--- src/hdl/aol_pkg.sv ---
/*
 * constants, encodings and carrier types for the analog output level selector.
 * assumes a 20 MHz system clock and a word-wide avalon-mm register bus.
 */
package aol_pkg;
	// code widths: voltage in 50 mV steps, current in 0.1 mA steps
	localparam int CODE_W = 8;
	localparam int DLY_W  = 16;

	// register byte offsets
	localparam logic [5:0] OFF_V_HIGH = 6'h00;
	localparam logic [5:0] OFF_V_LOW  = 6'h04;
	localparam logic [5:0] OFF_I_HIGH = 6'h08;
	localparam logic [5:0] OFF_I_LOW  = 6'h0C;
	localparam logic [5:0] OFF_MODE   = 6'h10;
	localparam logic [5:0] OFF_NT_DLY = 6'h14;
	localparam logic [5:0] OFF_NS_DLY = 6'h18;
	localparam logic [5:0] OFF_TEACH  = 6'h1C;
	localparam logic [5:0] OFF_STATUS = 6'h20;
	localparam logic [5:0] OFF_CODES  = 6'h24;

	// per-channel level limits, index 0 voltage, index 1 current
	localparam logic [1:0][7:0] HI_MIN = {8'h16, 8'h02};
	localparam logic [1:0][7:0] HI_MAX = {8'hC8, 8'hC8};
	localparam logic [1:0][7:0] LO_MIN = {8'h14, 8'h00};
	localparam logic [1:0][7:0] LO_MAX = {8'hC7, 8'hC6};
	localparam logic [1:0][7:0] HI_RST = {8'hC8, 8'hC8};
	localparam logic [1:0][7:0] LO_RST = {8'h28, 8'h00};
	localparam logic [1:0][7:0] SEP    = {8'h14, 8'h14};

	// teach values for the voltage channel
	localparam logic [7:0] TEACH_HALF_V = 8'h64;
	localparam logic [7:0] TEACH_FULL_V = 8'hC8;
	localparam logic [7:0] TEACH_LOW_V  = 8'h00;

	// mode register fields and reset values
	localparam int MODE_PU     = 0;
	localparam int MODE_NT     = 2;
	localparam int MODE_NS     = 6;
	localparam int MODE_FOLLOW = 10;
	localparam logic [10:0] MODE_RST   = 11'h000;
	localparam logic [15:0] NT_DLY_RST = 16'h0000;
	localparam logic [15:0] NS_DLY_RST = 16'h0000;

	// status bits
	localparam int STAT_REJECT = 0;
	localparam int STAT_FIRST  = 1;
	localparam int STAT_NT     = 2;
	localparam int STAT_NS     = 3;

	// delay tick: one per 5 ms
	localparam int CLK_HZ      = 20_000_000;
	localparam int TICK_MS     = 5;
	localparam int TICK_CYCLES = CLK_HZ / 1000 * TICK_MS;

	typedef enum logic [1:0] {AOL_ACT_HOLD, AOL_ACT_LOW, AOL_ACT_HIGH, AOL_ACT_RSVD} aol_act_e;
	typedef enum logic {AOL_PH_POWERUP, AOL_PH_RUN} aol_phase_e;

	// measurement result from the ranging engine
	typedef struct packed {
		logic       valid;
		logic       target;
		logic       beyond_lo;
		logic       beyond_hi;
		logic [7:0] frac;
	} aol_meas_s;

	// codes to the analog driver stage
	typedef struct packed {
		logic [7:0] i_code;
		logic [7:0] v_code;
	} aol_codes_s;
endpackage

--- src/hdl/aol_level_select.sv ---
/*
 * analog output level selector: holds voltage and current levels, picks the
 * code sent to the analog driver after power-up, on target loss and sync loss.
 * assumes meas and sync_pulse are one-cycle pulses synchronous to clk_sys,
 * and that the ranging engine delivers the endpoint-relative fraction.
 */
// Overview of operation
// - voltage high 0.1..10 V, 50 mV, default 10
// - voltage high accepted only one volt above low
// - teach commands load 5 V or 10 V high
// - voltage low 0..9.9 V, 50 mV, default 0
// - either teach command sets voltage low 0 V
// - voltage at endpoints equals high or low
// - current at endpoints equals high or low
// - current high 2.2..20 mA, 0.1 mA, default 20
// - current high accepted only 2 mA above low
// - current low 2..19.9 mA, default 4 mA
// - power-up voltage level until first measurement
// - power-up current level until first measurement
// - no-target voltage low, high or hold
// - no-target current low, high or hold
// - no-target delay 5 ms units, default zero
// - follower without sync: voltage low, high, hold
// - follower without sync: current low, high, hold
// - one no-sync delay for all outputs
// - shared settings apply to both outputs alike
// - linear scaling between the endpoints
// - both outputs share one slope direction
`timescale 1ns/1ns
module aol_level_select #(
	parameter int TICK_CYCLES = aol_pkg::TICK_CYCLES
) (
	// clock and reset
	input  wire logic                clk_sys,
	input  wire logic                resetn,
	// avalon-mm slave
	input  wire logic [5:0]          address,
	input  wire logic                read,
	input  wire logic                write,
	input  wire logic [31:0]         writedata,
	output logic      [31:0]         readdata,
	output logic                     waitrequest,
	// measurement and sync events
	input  wire aol_pkg::aol_meas_s  meas,
	input  wire logic                sync_pulse,
	// pushbutton teach commands
	input  wire logic                teach_half_scale_voltage,
	input  wire logic                teach_full_scale_voltage,
	// analog driver codes
	output aol_pkg::aol_codes_s      codes
);
	import aol_pkg::*;

	logic                wr_fire;
	logic                rd_take;
	logic [10:0]         mode;
	logic [DLY_W-1:0]    nt_dly;
	logic [DLY_W-1:0]    ns_dly;
	logic [7:0]          lvl_hi [2];
	logic [7:0]          lvl_lo [2];
	logic [7:0]          code   [2];
	logic [7:0]          pu_code [2];
	logic                rej    [2];
	aol_act_e            act_nt [2];
	aol_act_e            act_ns [2];
	logic                reject;
	logic                teach_half;
	logic                teach_full;
	aol_phase_e          phase;
	logic [16:0]         tick_cnt;
	logic                tick;
	logic                absent;
	logic [DLY_W-1:0]    nt_cnt;
	logic [DLY_W-1:0]    ns_cnt;
	logic                nt_exp;
	logic                ns_exp;
	logic                meas_hit;

	// bus handshake: one wait cycle, then the request completes
	assign wr_fire = write && !waitrequest;
	assign rd_take = read && waitrequest;

	always_ff @(posedge clk_sys) begin
		if (!resetn) begin
			waitrequest <= 1'b1;
		end else begin
			waitrequest <= !((read || write) && waitrequest);
		end
	end

	// mode and delay registers, shared by both outputs
	always_ff @(posedge clk_sys) begin
		if (!resetn) begin
			mode   <= MODE_RST;
			nt_dly <= NT_DLY_RST;
			ns_dly <= NS_DLY_RST;
		end else if (wr_fire) begin
			if (address[5:2] == OFF_MODE[5:2]) begin
				mode <= writedata[10:0];
			end
			if (address[5:2] == OFF_NT_DLY[5:2]) begin
				nt_dly <= writedata[DLY_W-1:0];
			end
			if (address[5:2] == OFF_NS_DLY[5:2]) begin
				ns_dly <= writedata[DLY_W-1:0];
			end
		end
	end

	// teach from pushbutton decode or from the teach register
	assign teach_half = teach_half_scale_voltage ||
		(wr_fire && address[5:2] == OFF_TEACH[5:2] && writedata[0]);
	assign teach_full = teach_full_scale_voltage ||
		(wr_fire && address[5:2] == OFF_TEACH[5:2] && writedata[1]);

	// measurement that carries a target
	assign meas_hit = meas.valid && meas.target;

	// power-up phase ends with the first completed measurement
	always_ff @(posedge clk_sys) begin
		if (!resetn) begin
			phase <= AOL_PH_POWERUP;
		end else begin
			case (phase)
				AOL_PH_POWERUP: begin
					if (meas.valid) begin
						phase <= AOL_PH_RUN;
					end
				end
				AOL_PH_RUN: phase <= AOL_PH_RUN;
				default:    phase <= AOL_PH_POWERUP;
			endcase
		end
	end

	// 5 ms tick divider
	always_ff @(posedge clk_sys) begin
		if (!resetn) begin
			tick_cnt <= 17'h00000;
			tick     <= 1'b0;
		end else if (tick_cnt == 17'(TICK_CYCLES - 1)) begin
			tick_cnt <= 17'h00000;
			tick     <= 1'b1;
		end else begin
			tick_cnt <= tick_cnt + 17'h00001;
			tick     <= 1'b0;
		end
	end

	// no-target timer counts continuous absence in ticks
	always_ff @(posedge clk_sys) begin
		if (!resetn) begin
			absent <= 1'b0;
			nt_cnt <= 16'h0000;
		end else if (meas_hit) begin
			absent <= 1'b0;
			nt_cnt <= 16'h0000;
		end else begin
			if (meas.valid) begin
				absent <= 1'b1;
			end
			if (absent && tick && nt_cnt != 16'hFFFF) begin
				nt_cnt <= nt_cnt + 16'h0001;
			end
		end
	end

	// no-sync timer counts ticks since the last leader sync
	always_ff @(posedge clk_sys) begin
		if (!resetn) begin
			ns_cnt <= 16'h0000;
		end else if (sync_pulse) begin
			ns_cnt <= 16'h0000;
		end else if (tick && ns_cnt != 16'hFFFF) begin
			ns_cnt <= ns_cnt + 16'h0001;
		end
	end

	// expiry, withdrawn at once when the cause returns
	assign nt_exp = absent && (nt_cnt >= nt_dly) && !meas_hit;
	assign ns_exp = mode[MODE_FOLLOW] && (ns_cnt > ns_dly) && !sync_pulse;

	// per-channel levels and output code, 0 voltage, 1 current
	for (genvar ch = 0; ch < 2; ch++) begin : g_ch
		logic [7:0]  wv;
		logic        hi_sel;
		logic        lo_sel;
		logic        hi_ok;
		logic        lo_ok;
		logic [7:0]  diff;
		logic [15:0] prod;
		logic [7:0]  scaled;
		logic [7:0]  pu_lvl;

		assign wv     = writedata[7:0];
		assign hi_sel = wr_fire && address[5:2] == 4'(2 * ch);
		assign lo_sel = wr_fire && address[5:2] == 4'(2 * ch + 1);
		// range and separation checks
		assign hi_ok = (writedata[31:8] == 24'h000000) && wv >= HI_MIN[ch] &&
			wv <= HI_MAX[ch] && {1'b0, wv} >= {1'b0, lvl_lo[ch]} + {1'b0, SEP[ch]};
		assign lo_ok = (writedata[31:8] == 24'h000000) && wv >= LO_MIN[ch] &&
			wv <= LO_MAX[ch] && {1'b0, wv} + {1'b0, SEP[ch]} <= {1'b0, lvl_hi[ch]};
		assign rej[ch] = (hi_sel && !hi_ok) || (lo_sel && !lo_ok);

		// actions from the shared mode register
		assign act_nt[ch] = aol_act_e'(mode[MODE_NT + 2 * ch +: 2]);
		assign act_ns[ch] = aol_act_e'(mode[MODE_NS + 2 * ch +: 2]);
		assign pu_lvl = mode[MODE_PU + ch] ? lvl_hi[ch] : lvl_lo[ch];
		assign pu_code[ch] = pu_lvl;

		// linear interpolation, same fraction for both outputs
		assign diff   = lvl_hi[ch] - lvl_lo[ch];
		assign prod   = diff * meas.frac;
		assign scaled = lvl_lo[ch] + prod[15:8];

		// level registers; teach touches only the voltage channel
		always_ff @(posedge clk_sys) begin
			if (!resetn) begin
				lvl_hi[ch] <= HI_RST[ch];
				lvl_lo[ch] <= LO_RST[ch];
			end else if (ch == 0 && teach_half) begin
				lvl_hi[ch] <= TEACH_HALF_V;
				lvl_lo[ch] <= TEACH_LOW_V;
			end else if (ch == 0 && teach_full) begin
				lvl_hi[ch] <= TEACH_FULL_V;
				lvl_lo[ch] <= TEACH_LOW_V;
			end else begin
				if (hi_sel && hi_ok) begin
					lvl_hi[ch] <= wv;
				end
				if (lo_sel && lo_ok) begin
					lvl_lo[ch] <= wv;
				end
			end
		end

		// output code: power-up, sync loss, target loss, scaled, hold
		always_ff @(posedge clk_sys) begin
			if (!resetn) begin
				code[ch] <= LO_RST[ch];
			end else if (phase == AOL_PH_POWERUP && !meas.valid) begin
				code[ch] <= pu_lvl;
			end else if (ns_exp && act_ns[ch] == AOL_ACT_LOW) begin
				code[ch] <= lvl_lo[ch];
			end else if (ns_exp && act_ns[ch] == AOL_ACT_HIGH) begin
				code[ch] <= lvl_hi[ch];
			end else if (ns_exp) begin
				code[ch] <= code[ch];
			end else if (nt_exp && act_nt[ch] == AOL_ACT_LOW) begin
				code[ch] <= lvl_lo[ch];
			end else if (nt_exp && act_nt[ch] == AOL_ACT_HIGH) begin
				code[ch] <= lvl_hi[ch];
			end else if (meas_hit && meas.beyond_hi) begin
				code[ch] <= lvl_hi[ch];
			end else if (meas_hit && meas.beyond_lo) begin
				code[ch] <= lvl_lo[ch];
			end else if (meas_hit) begin
				code[ch] <= scaled;
			end
		end
	end

	// sticky reject flag, write one to clear; a new reject wins
	always_ff @(posedge clk_sys) begin
		if (!resetn) begin
			reject <= 1'b0;
		end else if (rej[0] || rej[1]) begin
			reject <= 1'b1;
		end else if (wr_fire && address[5:2] == OFF_STATUS[5:2] && writedata[STAT_REJECT]) begin
			reject <= 1'b0;
		end
	end

	// read data, captured in the wait cycle; unmapped reads as zero
	always_ff @(posedge clk_sys) begin
		if (!resetn) begin
			readdata <= 32'h00000000;
		end else if (rd_take) begin
			case (address[5:2])
				OFF_V_HIGH[5:2]: readdata <= {24'h000000, lvl_hi[0]};
				OFF_V_LOW[5:2]:  readdata <= {24'h000000, lvl_lo[0]};
				OFF_I_HIGH[5:2]: readdata <= {24'h000000, lvl_hi[1]};
				OFF_I_LOW[5:2]:  readdata <= {24'h000000, lvl_lo[1]};
				OFF_MODE[5:2]:   readdata <= {21'h000000, mode};
				OFF_NT_DLY[5:2]: readdata <= {16'h0000, nt_dly};
				OFF_NS_DLY[5:2]: readdata <= {16'h0000, ns_dly};
				OFF_STATUS[5:2]: readdata <= {28'h0000000, ns_exp, nt_exp,
					phase == AOL_PH_RUN, reject};
				OFF_CODES[5:2]:  readdata <= {8'h00, code[1], 8'h00, code[0]};
				default:         readdata <= 32'h00000000;
			endcase
		end
	end

	// codes straight from the code flops
	assign codes = {code[1], code[0]};
endmodule

--- config.mk ---
export PLATFORM = sky130hd
export DESIGN_NAME = aol_level_select
export DESIGN_NICKNAME = d
export VERILOG_FILES = /design/src/hdl/aol_pkg.sv /design/src/hdl/aol_level_select.sv
export SDC_FILE = /design/constraint.sdc
export NUM_CORES = 1
export LEC_CHECK = 0
export ABC_CLOCK_PERIOD_IN_PS = 14720
export BUFFER_PORTS_ARGS = -buffer_cell sky130_fd_sc_hd__buf_2
export CORE_ASPECT_RATIO = 0.75
export CORE_MARGIN = 2
export CORE_UTILIZATION = 39
export DETAILED_ROUTE_END_ITERATION = 10
export PLACE_DENSITY = 0.58
export SETUP_SLACK_MARGIN = 0.15
export SLEW_MARGIN = 5
export SYNTH_ARGS = -nofsm -noshare
export SYNTH_HDL_FRONTEND = slang
export SYNTH_SLANG_ARGS = --single-unit
export TNS_END_PERCENT = 5
--- constraint.sdc ---
create_clock -name clk_sys -period 14.72 [get_ports clk_sys]
set_input_delay 2.208 -clock clk_sys [delete_from_list [all_inputs] [get_ports clk_sys]]
set_output_delay 2.208 -clock clk_sys [all_outputs]
set_load 0.02 [all_outputs]
==> report_table.html <==
<table>
<tr><th>Metric</th><th>Value</th></tr>
<tr><th colspan="2">Layout</th></tr>
<tr><td>Area Growth Syn to Fin</td><td>10.2%</td></tr>
<tr><td>Fraction of final layout cells with drive strength greater than 1</td><td>8.87%</td></tr>
<tr><td>Final standard cell count with taps included and fillers excluded</td><td>2,288</td></tr>
<tr><td># nets final</td><td>2,071</td></tr>
<tr><th colspan="2">STA</th></tr>
<tr><td>Hold Vio Cnt, Final</td><td>0</td></tr>
<tr><td>Largest clock skew in the final design</td><td>0.0216 ns</td></tr>
<tr><td>Part of the cycle the worst path needs</td><td>55.5%</td></tr>
<tr><td>Fmax achieved</td><td>122 MHz</td></tr>
<tr><td>Fin crit period</td><td>8.18 ns</td></tr>
<tr><td>Final count of pins violating max slew</td><td>0</td></tr>
<tr><td>Setup violation total in the final timing report</td><td>0</td></tr>
<tr><td>Transition at the pin with the smallest max-transition slack</td><td>1.26 ns</td></tr>
<tr><td>Worst slew slack as a fraction of its limit</td><td>15.5%</td></tr>
<tr><td>Setup_tns</td><td>0 ns</td></tr>
<tr><td>WHS</td><td>0.451 ns</td></tr>
<tr><td>RSZ-0062 raised after global routing</td><td>false</td></tr>
<tr><td>Worst-case setup margin in the final layout</td><td>6.54 ns</td></tr>
<tr><th colspan="2">Synthesis</th></tr>
<tr><td>Fraction of registers with async set/reset</td><td>0%</td></tr>
<tr><td>Flop and latch count out of synthesis</td><td>169</td></tr>
<tr><td>Area of the mapped netlist</td><td>around 0.015 sq mm</td></tr>
<tr><td>Syn_area_per_cell</td><td>8.59 sq um</td></tr>
<tr><td>Share of synthesized area occupied by flip-flops and latches</td><td>26.4%</td></tr>
<tr><td>Synth Warn #</td><td>0</td></tr>
<tr><td>Most area-hungry cell type in the Yosys netlist</td><td>sky130_fd_sc_hd__dfxtp_1</td></tr>
<tr><td>Number of cells produced by synthesis</td><td>1,704</td></tr>
<tr><td>List of most frequent post-synthesis cells</td><td>177 x sky130_fd_sc_hd__inv_1, 177 x sky130_fd_sc_hd__nand2_1, 171 x sky130_fd_sc_hd__ha_1</td></tr>
<tr><td>Number of synthesized flops with an enable pin</td><td>48</td></tr>
<tr><td>Share of the synthesized area in the top cell type</td><td>between 10% and 20%</td></tr>
<tr><td>Synth unique cells</td><td>77</td></tr>
<tr><td>Synth Flop Type</td><td>sky130_fd_sc_hd__dfxtp_1</td></tr>
<tr><td>Main area contributors after synthesis</td><td>sky130_fd_sc_hd__dfxtp_1 17%, sky130_fd_sc_hd__ha_1 15%, sky130_fd_sc_hd__fa_1 10%</td></tr>
<tr><th colspan="2">Route</th></tr>
<tr><td>Number of detailed-route iterations in the first pass</td><td>5</td></tr>
<tr><td>Detailed-route DRC error count</td><td>0</td></tr>
<tr><td>Routed wire length per instance</td><td>18.3 microns</td></tr>
<tr><td>Via-per-instance ratio</td><td>5.37</td></tr>
<tr><td>Detailed-route via count</td><td>12,300</td></tr>
<tr><td>Final WL</td><td>41,900 microns</td></tr>
<tr><td>Post-route ant nets</td><td>0</td></tr>
<tr><td>Starting DRT DRC Count</td><td>between 1,000 and 1,500</td></tr>
<tr><th colspan="2">Floorplan</th></tr>
<tr><td>DIE HEIGHT</td><td>between 150 and 200 microns</td></tr>
<tr><td>Number of placement rows</td><td>61</td></tr>
<tr><td>Initial Util</td><td>39.6%</td></tr>
<tr><td>Top-level port count</td><td>~110</td></tr>
<tr><td>X dimension of the die</td><td>228 microns</td></tr>
<tr><td>Area inside the core boundary</td><td>0.0370 sq mm</td></tr>
<tr><td>DIE AREA</td><td>0.0391 sq mm</td></tr>
<tr><th colspan="2">Global routing</th></tr>
<tr><td>Layer with the highest usage after global routing</td><td>met1</td></tr>
<tr><td>Met1 global-route usage</td><td>31.4%</td></tr>
<tr><td>Met2 track utilization from global routing</td><td>30.4%</td></tr>
<tr><td>Overflow left after global routing</td><td>0</td></tr>
<tr><td>Number of antenna violations at the first check in global routing</td><td>2</td></tr>
<tr><td>Wire length of the first global-routing pass</td><td>between 60,000 and 70,000 microns</td></tr>
<tr><td>Vias in the first global route</td><td>11,700</td></tr>
<tr><td>Largest net degree at the start of global routing</td><td>74</td></tr>
<tr><td>Global-route usage over all layers</td><td>21.3%</td></tr>
<tr><td>Met3 track demand over resource in global routing</td><td>5.87%</td></tr>
<tr><th colspan="2">Clock tree</th></tr>
<tr><td>Number of CTS-inserted buffers</td><td>17</td></tr>
<tr><td>Post-CTS Setup Bufs</td><td>0</td></tr>
<tr><td>Number of buffers added to fix hold violations after cts</td><td>0</td></tr>
<tr><td>Cell at the root of the clock tree</td><td>sky130_fd_sc_hd__clkbuf_16</td></tr>
<tr><td>TritonCTS sink count</td><td>between 150 and 200</td></tr>
<tr><td>Clock transition at the registers of the reported paths</td><td>0.07 ns</td></tr>
<tr><td>Post-cts resize count</td><td>0</td></tr>
<tr><td>Maximum clock insertion buffer count</td><td>2</td></tr>
<tr><td>TritonCTS clock tree</td><td>yes</td></tr>
<tr><td>Clock insertion delay at the later pin of the skew report</td><td>0.46 ns</td></tr>
<tr><td>CTS H-Tree Depth</td><td>4</td></tr>
<tr><th colspan="2">Run status</th></tr>
<tr><td>Outcome</td><td>finished clean</td></tr>
<tr><th colspan="2">Power</th></tr>
<tr><td>Worst IR drop on VDD</td><td>83.4 uV</td></tr>
<tr><td>Power density cells</td><td>123 mW/mm^2</td></tr>
<tr><td>Leakage power of the design</td><td>6.97 nW</td></tr>
<tr><th colspan="2">Worst setup path</th></tr>
<tr><td>Worst path top cell family by delay</td><td>adder cells</td></tr>
<tr><td>Critical Path RT</td><td>14.88 ns</td></tr>
<tr><td>Max incr delay on CP</td><td>0.56 ns</td></tr>
<tr><td>Worst path buffer plus inverter count</td><td>3</td></tr>
<tr><td>Type of origin of the critical path</td><td>flop</td></tr>
<tr><td>Highest-delay cell along the critical path</td><td>sky130_fd_sc_hd__fa_1</td></tr>
<tr><td>Arrival @ worst endpoint</td><td>8.34 ns</td></tr>
<tr><td>Crit Path Class</td><td>reg -&gt; reg</td></tr>
<tr><td>Cell repeated most along the worst path</td><td>sky130_fd_sc_hd__fa_1</td></tr>
<tr><td>Worst-path maximum fanout</td><td>8</td></tr>
<tr><td>Element type at the critical path end</td><td>flop</td></tr>
<tr><th colspan="2">Worst hold path</th></tr>
<tr><td>Min-delay worst type</td><td>reg -&gt; reg</td></tr>
<tr><th colspan="2">Place</th></tr>
<tr><td>Total instance count after detailed placement</td><td>2,254</td></tr>
<tr><td>Routability Congestion</td><td>0.940</td></tr>
<tr><td>Total of buffers placed on input and output ports</td><td>95</td></tr>
<tr><td>Worst slack at placement</td><td>roughly 6.3 ns</td></tr>
<tr><td>Half-perimeter wire length after placement</td><td>32,400 microns</td></tr>
<tr><th colspan="2">Run</th></tr>
<tr><td>Max-capacitance violation count</td><td>0</td></tr>
</table>
worst paths after layout:
check,startpoint,end,slack (ns),cells past startpoint
setup / recovery,lvl_lo[0][1],code[0][7],6.54,31
hold / removal,tick_cnt[0],tick_cnt[0],0.45,1
setup reg to reg,lvl_lo[0][1],code[0][7],6.54,31
hold reg to reg,tick_cnt[0],tick_cnt[0],0.45,1
power by group:
group	internal, mW	switching, mW	leakage (nW)
Sequential	0.492	0.0176	1.47
Clock	0.243	0.201	0.259
Combinational	0.458	0.580	5.25
Total	1.19	0.799	6.97
kinds of logic after synthesis:
family / Yosys count / share of synthesized area, %
AOI/OAI and AO/OA: 312 / 14.2
xor gates and xnor gates: 88 / 5.26
adders and majority gates: 245 / 24.7
buffers and inverters: 240 / 6.43
DFF: 169 / 26.4
muxes: 30 / 2.06
other: 1 / 0.0256
and+or+nand+nor: 619 / 20.9
state kept, by name (all words and copies together) (netlist names):
register	cells
nt_cnt	16
phase	1
reject	1
tick	1
lvl_lo	16
ns_dly	16
ns_cnt	16
tick_cnt	17
waitrequest	1
lvl_hi	16
nt_dly	16
code	16
absent	1
mode	11
readdata	24
routing by layer:
layer	part of all wire [%]	routed length, microns
met1	48	20100
met2	41	17200
met3	9.1	3800
met4	1.8	740
met5	0	0
per-stage QoR:
stage | util [%] | instance area [sq um] | total power [mW]
2_1_floorplan | - | 14700 | 1.32
3_3_place_gp | 42.0 | 15500 | 1.53
3_5_place_dp | 42.0 | 15500 | 1.56
4_1_cts | 43.5 | 16100 | 2.00
5_1_grt | 43.6 | 16100 | 2.16
6_report | 43.6 | 16100 | 1.99
placed cells by master, fill, tap and decap left out, types with 12 or more instances in the layout:
| cell type | count |
|---|---|
| sky130_fd_sc_hd__a21o_1 | 13 |
| sky130_fd_sc_hd__a22oi_1 | 32 |
| sky130_fd_sc_hd__o21ai_0 | 53 |
| sky130_fd_sc_hd__nor2b_1 | 26 |
| sky130_fd_sc_hd__nand4_1 | 17 |
| sky130_fd_sc_hd__ha_1 | 171 |
| sky130_fd_sc_hd__buf_2 | 95 |
| sky130_fd_sc_hd__fa_1 | 74 |
| sky130_fd_sc_hd__xor2_1 | 37 |
| sky130_fd_sc_hd__nand3_1 | 31 |
| sky130_fd_sc_hd__dfxtp_1 | 121 |
| sky130_fd_sc_hd__xnor2_1 | 51 |
| sky130_fd_sc_hd__edfxtp_1 | 48 |
| sky130_fd_sc_hd__a21oi_1 | 100 |
| sky130_fd_sc_hd__inv_1 | 176 |
| sky130_fd_sc_hd__nand2_1 | 177 |
| sky130_fd_sc_hd__nor2_1 | 143 |
| sky130_fd_sc_hd__o21a_1 | 13 |
| sky130_fd_sc_hd__and2_1 | 109 |
| sky130_fd_sc_hd__mux2i_1 | 29 |
| sky130_fd_sc_hd__nor3_1 | 25 |
| sky130_fd_sc_hd__nor4_1 | 17 |
| sky130_fd_sc_hd__or3_1 | 12 |
| sky130_fd_sc_hd__nand2b_1 | 25 |
| sky130_fd_sc_hd__clkbuf_16 | 18 |
cell type report:
class	instances	area, sq um
clock inverters	13	119
diodes	2	5.00
clock buffers	19	454
repair buffers	101	520
flip-flops and latches	169	3860
fillers	3642	20900
multi-input cells	1302	9870
inverters	178	668
well taps	504	631
Note: power is estimated with default switching activity, not from simulation.
